`src/hdl/cpf_pkg.sv`:
```
package cpf_pkg;

  // bus geometry
  localparam int unsigned CPF_ADDR_W = 12;
  localparam int unsigned CPF_DATA_W = 32;
  localparam int unsigned CPF_REG_W = 8;

  // register byte offsets
  localparam logic [11:0] CPF_PIN_CTRL_OFS = 12'h000;
  localparam logic [11:0] CPF_EVENT_FLAGS_OFS = 12'h004;
  localparam logic [11:0] CPF_EVENT_MASK_OFS = 12'h008;
  localparam logic [11:0] CPF_PIN_STATE_OFS = 12'h00C;

  // pin control field positions
  localparam int unsigned CPF_DRIVE_HIGH_BIT = 5;
  localparam int unsigned CPF_CAPTURE_SEL_BIT = 4;

  // event flag field positions
  localparam int unsigned CPF_RXB0_BIT = 0;
  localparam int unsigned CPF_RXB1_BIT = 1;
  localparam int unsigned CPF_TXB0_BIT = 2;
  localparam int unsigned CPF_TXB1_BIT = 3;
  localparam int unsigned CPF_TXB2_BIT = 4;
  localparam int unsigned CPF_ERR_BIT = 5;
  localparam int unsigned CPF_WAKE_BIT = 6;
  localparam int unsigned CPF_INVALID_BIT = 7;

  // pin state field positions
  localparam int unsigned CPF_STATE_RX_BIT = 0;
  localparam int unsigned CPF_STATE_PORT_BIT = 1;
  localparam int unsigned CPF_STATE_TX_BIT = 2;
  localparam int unsigned CPF_STATE_OE_N_BIT = 3;

  // reset values and writable masks
  localparam logic [7:0] CPF_PIN_CTRL_RST = 8'h00;
  localparam logic [7:0] CPF_PIN_CTRL_WMASK = 8'h30;
  localparam logic [7:0] CPF_EVENT_FLAGS_RST = 8'h00;
  localparam logic [7:0] CPF_EVENT_MASK_RST = 8'h00;
  // idle pin pair: receive line recessive high, port pin low
  localparam logic [1:0] CPF_PIN_PAIR_RST = 2'h2;

  // one apb request from the master
  typedef struct packed {
    logic psel;
    logic penable;
    logic pwrite;
    logic [11:0] paddr;
    logic [31:0] pwdata;
  } cpf_apb_req_s;

  // event flags, packed in register bit order (bit 7 first)
  typedef struct packed {
    logic invalid_message_flag;
    logic bus_activity_wake_flag;
    logic bus_error_flag;
    logic tx_buffer2_empty_flag;
    logic tx_buffer1_empty_flag;
    logic tx_buffer0_empty_flag;
    logic rx_buffer1_full_flag;
    logic rx_buffer0_full_flag;
  } cpf_evt_s;

  // pin inputs arriving from outside the clock domain
  typedef struct packed {
    logic can_receive_pin;
    logic port_c_pin_two;
  } cpf_pin_pair_s;

endpackage

```
`src/hdl/cpf_pin_sync.sv`:
```
`timescale 1ns/1ps

// two flip-flop synchroniser for the incoming pins
module cpf_pin_sync (
  input wire logic pclk,
  input wire logic presetn,
  input wire cpf_pkg::cpf_pin_pair_s pins_async,
  output cpf_pkg::cpf_pin_pair_s pins_sync
);
  import cpf_pkg::*;

  typedef struct packed {
    cpf_pin_pair_s stage1;
    cpf_pin_pair_s stage2;
  } cpf_sync_state_s;

  cpf_sync_state_s state_reg;
  cpf_sync_state_s state_next;

  always_comb begin
    state_next = state_reg;
    state_next.stage1 = pins_async;
    state_next.stage2 = state_reg.stage1;
  end

  always_ff @(posedge pclk or negedge presetn) begin
    if (!presetn) begin
      state_reg <= '{stage1: CPF_PIN_PAIR_RST, stage2: CPF_PIN_PAIR_RST};
    end else begin
      state_reg <= state_next;
    end
  end

  assign pins_sync = state_reg.stage2;

endmodule

```
`src/hdl/cpf_tx_drive.sv`:
```
`timescale 1ns/1ps

// transmit pin driver: dominant drives low, recessive per drive-high enable
module cpf_tx_drive (
  input wire logic pclk,
  input wire logic presetn,
  input wire logic tx_bit,
  input wire logic drive_high_enable,
  output logic pin_level,
  output logic pin_oe_n
);
  import cpf_pkg::*;

  typedef struct packed {
    logic level;
    logic oe_n;
  } cpf_drive_state_s;

  cpf_drive_state_s state_reg;
  cpf_drive_state_s state_next;

  always_comb begin
    state_next = state_reg;
    if (!tx_bit) begin
      state_next.level = 1'b0;
      state_next.oe_n = 1'b0;
    end else if (drive_high_enable) begin
      state_next.level = 1'b1;
      state_next.oe_n = 1'b0;
    end else begin
      state_next.level = 1'b1;
      state_next.oe_n = 1'b1;
    end
  end

  // released pin out of reset: recessive, not driven
  always_ff @(posedge pclk or negedge presetn) begin
    if (!presetn) begin
      state_reg <= '{level: 1'b1, oe_n: 1'b1};
    end else begin
      state_reg <= state_next;
    end
  end

  assign pin_level = state_reg.level;
  assign pin_oe_n = state_reg.oe_n;

endmodule

```
`src/hdl/cpf_can_pin_ctrl.sv`:
```
`timescale 1ns/1ps

module cpf_can_pin_ctrl (
  input wire logic pclk,
  input wire logic presetn,
  input wire cpf_pkg::cpf_apb_req_s apb_req,
  output logic pready,
  output logic [31:0] prdata,
  output logic pslverr,
  input wire cpf_pkg::cpf_evt_s evt_set,
  input wire logic tx_bit,
  input wire cpf_pkg::cpf_pin_pair_s pins_async,
  output logic can_transmit_pin_level,
  output logic can_transmit_pin_oe_n,
  output logic can_receive_level,
  output logic capture_compare_unit_one_src,
  output logic irq
);
  import cpf_pkg::*;

  typedef struct packed {
    logic [7:0] pin_ctrl;
    cpf_evt_s flags;
    logic [7:0] mask;
    logic pready;
    logic pslverr;
    logic [31:0] prdata;
    logic irq;
    logic capture_src;
    logic rx_level;
  } cpf_top_state_s;

  cpf_top_state_s state_reg;
  cpf_top_state_s state_next;

  cpf_pin_pair_s pins_sync;
  logic drive_high_enable;
  logic capture_select;
  logic tx_level;
  logic tx_oe_n;

  // apb phase decode
  logic setup_phase;
  logic access_done;
  logic wr_done;
  logic addr_hit;
  logic [7:0] rd_byte;
  logic [7:0] wr_byte;
  logic [7:0] flag_set;
  logic [7:0] flag_clr;
  logic [7:0] flags_after;
  logic [7:0] pin_state;

  cpf_pin_sync u_pin_sync (
    .pclk(pclk),
    .presetn(presetn),
    .pins_async(pins_async),
    .pins_sync(pins_sync)
  );

  assign drive_high_enable = state_reg.pin_ctrl[CPF_DRIVE_HIGH_BIT];
  assign capture_select = state_reg.pin_ctrl[CPF_CAPTURE_SEL_BIT];

  cpf_tx_drive u_tx_drive (
    .pclk(pclk),
    .presetn(presetn),
    .tx_bit(tx_bit),
    .drive_high_enable(drive_high_enable),
    .pin_level(tx_level),
    .pin_oe_n(tx_oe_n)
  );

  assign setup_phase = apb_req.psel && !apb_req.penable;
  assign access_done = apb_req.psel && apb_req.penable && state_reg.pready;
  assign wr_done = access_done && apb_req.pwrite && !state_reg.pslverr;
  assign wr_byte = apb_req.pwdata[7:0];

  // address decode
  always_comb begin
    addr_hit = 1'b1;
    case (apb_req.paddr)
      CPF_PIN_CTRL_OFS: begin
        addr_hit = 1'b1;
      end
      CPF_EVENT_FLAGS_OFS: begin
        addr_hit = 1'b1;
      end
      CPF_EVENT_MASK_OFS: begin
        addr_hit = 1'b1;
      end
      CPF_PIN_STATE_OFS: begin
        addr_hit = 1'b1;
      end
      default: begin
        addr_hit = 1'b0;
      end
    endcase
  end

  // live view of the pins
  always_comb begin
    pin_state = 8'h00;
    pin_state[CPF_STATE_RX_BIT] = pins_sync.can_receive_pin;
    pin_state[CPF_STATE_PORT_BIT] = pins_sync.port_c_pin_two;
    pin_state[CPF_STATE_TX_BIT] = tx_level;
    pin_state[CPF_STATE_OE_N_BIT] = tx_oe_n;
  end

  // read mux, sampled in the setup phase
  always_comb begin
    rd_byte = 8'h00;
    case (apb_req.paddr)
      CPF_PIN_CTRL_OFS: begin
        rd_byte = state_reg.pin_ctrl & CPF_PIN_CTRL_WMASK;
      end
      CPF_EVENT_FLAGS_OFS: begin
        rd_byte = state_reg.flags;
      end
      CPF_EVENT_MASK_OFS: begin
        rd_byte = state_reg.mask;
      end
      CPF_PIN_STATE_OFS: begin
        rd_byte = pin_state;
      end
      default: begin
        rd_byte = 8'h00;
      end
    endcase
  end

  // event flags: hardware set wins over a write-one clear in the same cycle
  always_comb begin
    flag_set = evt_set;
    flag_clr = 8'h00;
    if (wr_done && apb_req.paddr == CPF_EVENT_FLAGS_OFS) begin
      flag_clr = wr_byte;
    end
    flags_after = (state_reg.flags & ~flag_clr) | flag_set;
  end

  always_comb begin
    state_next = state_reg;

    // apb answer: one access cycle, zero wait
    state_next.pready = setup_phase;
    if (setup_phase) begin
      state_next.pslverr = !addr_hit;
      state_next.prdata = {24'h000000, rd_byte};
    end else begin
      state_next.pslverr = 1'b0;
      state_next.prdata = 32'h00000000;
    end

    // register writes
    if (wr_done) begin
      case (apb_req.paddr)
        CPF_PIN_CTRL_OFS: begin
          state_next.pin_ctrl = wr_byte & CPF_PIN_CTRL_WMASK;
        end
        CPF_EVENT_MASK_OFS: begin
          state_next.mask = wr_byte;
        end
        default: begin
          state_next.pin_ctrl = state_reg.pin_ctrl;
        end
      endcase
    end

    state_next.flags = flags_after;

    // level interrupt from unmasked flags
    state_next.irq = |(flags_after & state_next.mask);

    // capture source routing
    if (capture_select) begin
      state_next.capture_src = pins_sync.can_receive_pin;
    end else begin
      state_next.capture_src = pins_sync.port_c_pin_two;
    end

    state_next.rx_level = pins_sync.can_receive_pin;
  end

  always_ff @(posedge pclk or negedge presetn) begin
    if (!presetn) begin
      state_reg.pin_ctrl <= CPF_PIN_CTRL_RST;
      state_reg.flags <= CPF_EVENT_FLAGS_RST;
      state_reg.mask <= CPF_EVENT_MASK_RST;
      state_reg.pready <= 1'b0;
      state_reg.pslverr <= 1'b0;
      state_reg.prdata <= 32'h00000000;
      state_reg.irq <= 1'b0;
      state_reg.capture_src <= 1'b0;
      state_reg.rx_level <= 1'b1;
    end else begin
      state_reg <= state_next;
    end
  end

  assign pready = state_reg.pready;
  assign prdata = state_reg.prdata;
  assign pslverr = state_reg.pslverr;
  assign irq = state_reg.irq;
  assign capture_compare_unit_one_src = state_reg.capture_src;
  assign can_receive_level = state_reg.rx_level;
  assign can_transmit_pin_level = tx_level;
  assign can_transmit_pin_oe_n = tx_oe_n;

endmodule

```
`config.mk`:
```
export PLATFORM = sky130hd
export DESIGN_NAME = cpf_can_pin_ctrl
export DESIGN_NICKNAME = d
export VERILOG_FILES = /design/src/hdl/cpf_pkg.sv /design/src/hdl/cpf_pin_sync.sv /design/src/hdl/cpf_tx_drive.sv /design/src/hdl/cpf_can_pin_ctrl.sv
export SDC_FILE = /design/constraint.sdc
export NUM_CORES = 1
export LEC_CHECK = 0
export ABC_AREA = 0
export ABC_CLOCK_PERIOD_IN_PS = 2250
export BUFFER_PORTS_ARGS = -buffer_cell sky130_fd_sc_hd__clkbuf_2
export CORE_ASPECT_RATIO = 1.1
export CORE_UTILIZATION = 40
export DETAILED_ROUTE_END_ITERATION = 12
export HOLD_SLACK_MARGIN = 0.1
export PLACE_DENSITY = 0.77
export SYNTH_ARGS = -nofsm -noshare
export SYNTH_HDL_FRONTEND = slang
export SYNTH_SLANG_ARGS = --single-unit
```
`constraint.sdc`:
```
create_clock -name pclk -period 2.25 [get_ports pclk]
set_input_delay 0.1125 -clock pclk [delete_from_list [all_inputs] [get_ports pclk]]
set_output_delay 0.1125 -clock pclk [all_outputs]
set_load 0.01 [all_outputs]
```
Word-level counts from Yosys, hierarchy flattened
Cells that the tools add are included.

storage, ports and cells
  bits in registers = 61
  output and inout port bits = 39
  bits of input ports = 60

cells by class
  mux-type cells = 9
  bitwise logic cells = 4
  reduce and logical (&&, ||, !) cells = 13
  equal/unequal tests = 3

operators by type and width
  cell                                             number
  2-to-1 mux 33 bit                                1
  one-hot mux 8 bit (4 select lines)               1
  == test 12 x 4 -> 1 bit (second input constant)  2
  2-to-1 mux 8 bit                                 3
  AND 8 bit                                        2
  == test 12 x 3 -> 1 bit (second input constant)  1
  logical NOT 12 bit                               1
  inverter 8 bit                                   1
  bitwise OR 8 bit                                 1
  OR reduction 8 bit                               1
  logical AND 1 bit                                6
  OR reduction 4 bit                               1
  logical NOT 1 bit                                3
  2-to-1 mux 1 bit                                 3
  2-to-1 mux 2 bit                                 1
  AND reduction 2 bit                              1

Depth between registers and ports, before layout
  word-level depth = 11
  depth in mapped cells = 7

Hierarchy
Synthesis repeated with hierarchy kept, for this count alone.

second synthesis, totals
  cell total of the unflattened synthesis = 160
  area total of the unflattened synthesis = 1853.0 um^2

by module, submodules not included
  module            instances  area an instance (um^2)  cells an instance  sequential area each (um^2)
  cpf_can_pin_ctrl  1          1684.1                   153                777.0
  cpf_pin_sync      1          102.6                    4                  102.6
  cpf_tx_drive      1          66.3                     3                  52.6

Worst setup path after synthesis
OpenSTA, ideal clock, no wires.

  kind = register -> register
  start point = reg, netlist name pslverr
  end point = reg, netlist name irq
  setup time = 0.133 ns
  required time = 2.117 ns
  setup slack = 0.395 ns
  stages on the path, launching flop included = 7
  period minus slack after synthesis = 1.855 ns
  arrival = 1.722 ns
  path through = dfrtp_1 nor4b_2 nand4_2 nor2_2 mux2_2 a22oi_1 nand3_1

==> results.yml <==
setup_path:
  critPathLaunchType: "flop"
  crit_slowest_cell: "dfrtp_1"
  max_stage_delay_ns: 0.39
  cp.buffers_inverters: 0
  r2r_setup_slack_ns: 0.25
  cp_max_fo: 6
  end_kind: "flop"
  required_ns: 2.41
  critPathArrivalTime_ns: 2.16
  criticalPathCategory: "flop to flop"
  cp_top_family: "simple AND/OR/NAND/NOR gates"
  path_cells: "nor4b_2 > nand4_2 > nor2_2 > mux2_2 > a22oi_1 > nand3_1"
pwr:
  ir_drop_mv: 0.388
  leakage_nw: 1.12
  power_density_mw_per_mm2: 559
layout:
  finalNetCount: 287
  regArea_um2: 932
  areaGrowthSynthToFinish_pct: 23.2
  largest_register_ffs: 16
  design_area_mm2: 0.00226
  n_antenna_cell: 0
  layout-drive-gt1-share_pct: 35.1
  multi_input_area_um2: 701
  final.fill_count: 421
grt:
  grt_pass1_vias: 1231
  grtUsageTotal_pct: 15.1
  grt-ovfl-total: 0
  antenna_found_initial: 0
  grt_max_degree: 38
  grt_pass1_wl_um: 5380
timing:
  worst_clock_skew_ns: 0.00477
  setup_viol: 0
  final_hold_viol_count: 0
  worst_pin_slew_ns: 0.885
  fin_crit_sh_pct: 88.9
  period_needed_ns: 2.00
  clock.fmax_mhz: 500
  drv_slew: 0
  tns_ns: 0
  hold_ws_ns: 0.104
  relSlewSlack_pct: 41.0
  rsz0062_at_grt: "false"
die:
  initial_utilization_pct: 42.1
  dieWidth_um: 66.5
  core_mm2: 0.00435
  io_pins: 99
  rows: 25
  die_area_mm2: 0.00485
  die_h_um: 73.0
clock_network:
  postCtsSetupBuffers: 0
  cts_made_buffers: 5
  htreeDepth: 2
  cts_tree: "built"
  clock_latency_ns: 0.29
  post_cts_resized: 0
  cts_sinks: 37
  cts-root-buf: "clkbuf_8"
  clkTransAtPathRegs_ns: 0.07
  clock_path_buffers: 2
yosys:
  synth_area_leader_cell: "dfrtp_1"
  ys.warnings.count: 0
  ys_ff_latch: 37
  syn_inst: 163
  synth_top_area_share_pct: 43.7
  ys_seq_area_share_pct: 50.9
  avgSynthCellArea_um2: 11.2
  syn-cell-area_mm2: 0.00183
  ys_types: 36
  synth.area.top_cells: "dfrtp_1 44%, buf_4 13%, dfstp_2 7.2%, mux2_2 5.5%, a22oi_1 3.3%"
drt:
  drcViolationCount: 0
  wire_per_inst_um: 12.0
  ant_nets: 0
  vias_per_cell: 4.59
  first_pass_iters: 4
  postRouteWirelength_um: 3390
  drt_iter0_drc: 34
  vias: 1293
place:
  port-buffer-count: 50
  gp_congestion: 0.784
  placement.cell_area_mm2: 0.00197
  dpl.hpwl_um: 2480
status:
  status: "finished clean"
worst_hold_path:
  hold_class: "input port to flop"
job:
  maxCapViolCount: 0
metrics by stage:
| stage | power (mW) | setup slack (ns) | util (%) | cells |
|---|---|---|---|---|
| final | 1.26 | 0.249 | 51.9 | 282 |
| after global routing | 1.31 | 0.110 | 51.9 | 282 |
| after CTS | 1.27 | 0.240 | 51.9 | 282 |
| after detailed placement | 0.813 | 0.249 | 45.4 | 254 |
| after global placement | 0.810 | 0.239 | 45.4 | 254 |
| after floorplan | 0.779 | 0.395 | - | 186 |
placed cells by master (no fill, tap or decap), types with 3 or more instances in the layout:
cell / synthesis / layout
clkbuf_8: 0 / 5
dlygate4sd3_1: 0 / 20
mux2_2: 9 / 9
a21o_1: 4 / 4
dfrtp_1: 32 / 32
inv_1: 4 / 4
dfstp_2: 5 / 5
nor2b_1: 4 / 4
o21ai_0: 3 / 3
nor2_1: 13 / 13
a41oi_1: 3 / 3
a21boi_1: 3 / 3
conb_1: 1 / 24
a22oi_1: 8 / 8
clkbuf_2: 0 / 50
nand3_1: 9 / 9
nand2_1: 6 / 6
power breakdown:
group          total (mW)  internal (mW)  switching [mW]
clock network       0.437          0.214           0.222
logic               0.141         0.0634          0.0779
registers           0.682          0.678         0.00441
layer usage:
metal / global-route usage, % / vias to the layer above / share of wire [%]
li1: - / 638 / -
met1: 18.3 / 605 / 42
met2: 25.4 / 42 / 50
met3: 3.28 / 8 / 6.2
met4: 7.09 / 0 / 1.6
met5: 0 / - / 0
what timing repair did:
item / 4_1_cts / 5_1_grt
endpoints found under the hold margin: 51 / 0
hold buffers: 20 / 0
endpoints found under the setup margin: 0 / 0
synthesized netlist by cell type:
| cell | number |
|---|---|
| nor2_2 | 1 |
| clkbuf_1 | 2 |
| a21o_1 | 4 |
| buf_4 | 32 |
| mux2_2 | 9 |
| buf_2 | 2 |
| nor2_1 | 13 |
| mux2i_1 | 2 |
| conb_1 | 1 |
| and2b_1 | 1 |
| nand2_1 | 6 |
| a2bb2oi_1 | 1 |
| a41oi_1 | 3 |
| and4_4 | 1 |
| a31oi_1 | 1 |
| nor4_4 | 2 |
| inv_1 | 4 |
| buf_6 | 1 |
| nor2b_1 | 4 |
| nor4_2 | 1 |
| a21boi_1 | 3 |
| mux2_1 | 2 |
| nand4_2 | 1 |
| nand3_1 | 9 |
| a21oi_1 | 2 |
| nor4b_2 | 1 |
| nand2b_1 | 1 |
| nor3_1 | 1 |
| and3_1 | 1 |
| o21ai_0 | 3 |
| dfrtp_1 | 32 |
| dfstp_2 | 5 |
| a22oi_1 | 8 |
| or3_1 | 1 |
| or2_1 | 1 |
| o21ai_2 | 1 |
area by class of cell:
type | instances | area share (%)
clock buffers | 6 | 3.22
clock inverters | 2 | 0.444
inverters | 4 | 0.666
multi-input cells | 108 | 31.1
flip-flops and latches | 37 | 41.3
well taps | 54 | 3.00
repair buffers | 71 | 20.3
cell families (layout without fill, tap and decap cells):
kind of cell,count (synthesis),count (layout),synth area share (%)
and+or+nand+nor,45,45,15.2
buffers and inverters,41,83,15.5
DFF,37,37,50.9
AOI/OAI and AO/OA,26,26,10.3
muxes,13,13,7.86
other,1,24,0.205
final timing paths:
path	start	end	cells after the start
worst max-delay path	pslverr	irq	6
worst min-delay path	apb_req[1]	state_reg[38]	2
worst max register to register	pslverr	irq	6
worst min register to register	u_pin_sync.state_next[0]	u_pin_sync.pins_sync[0]	0
max in group asynchronous	presetn	state_reg[42]	2
min in group asynchronous	presetn	state_reg[46]	2
Note: power is estimated with default switching activity, not from simulation.
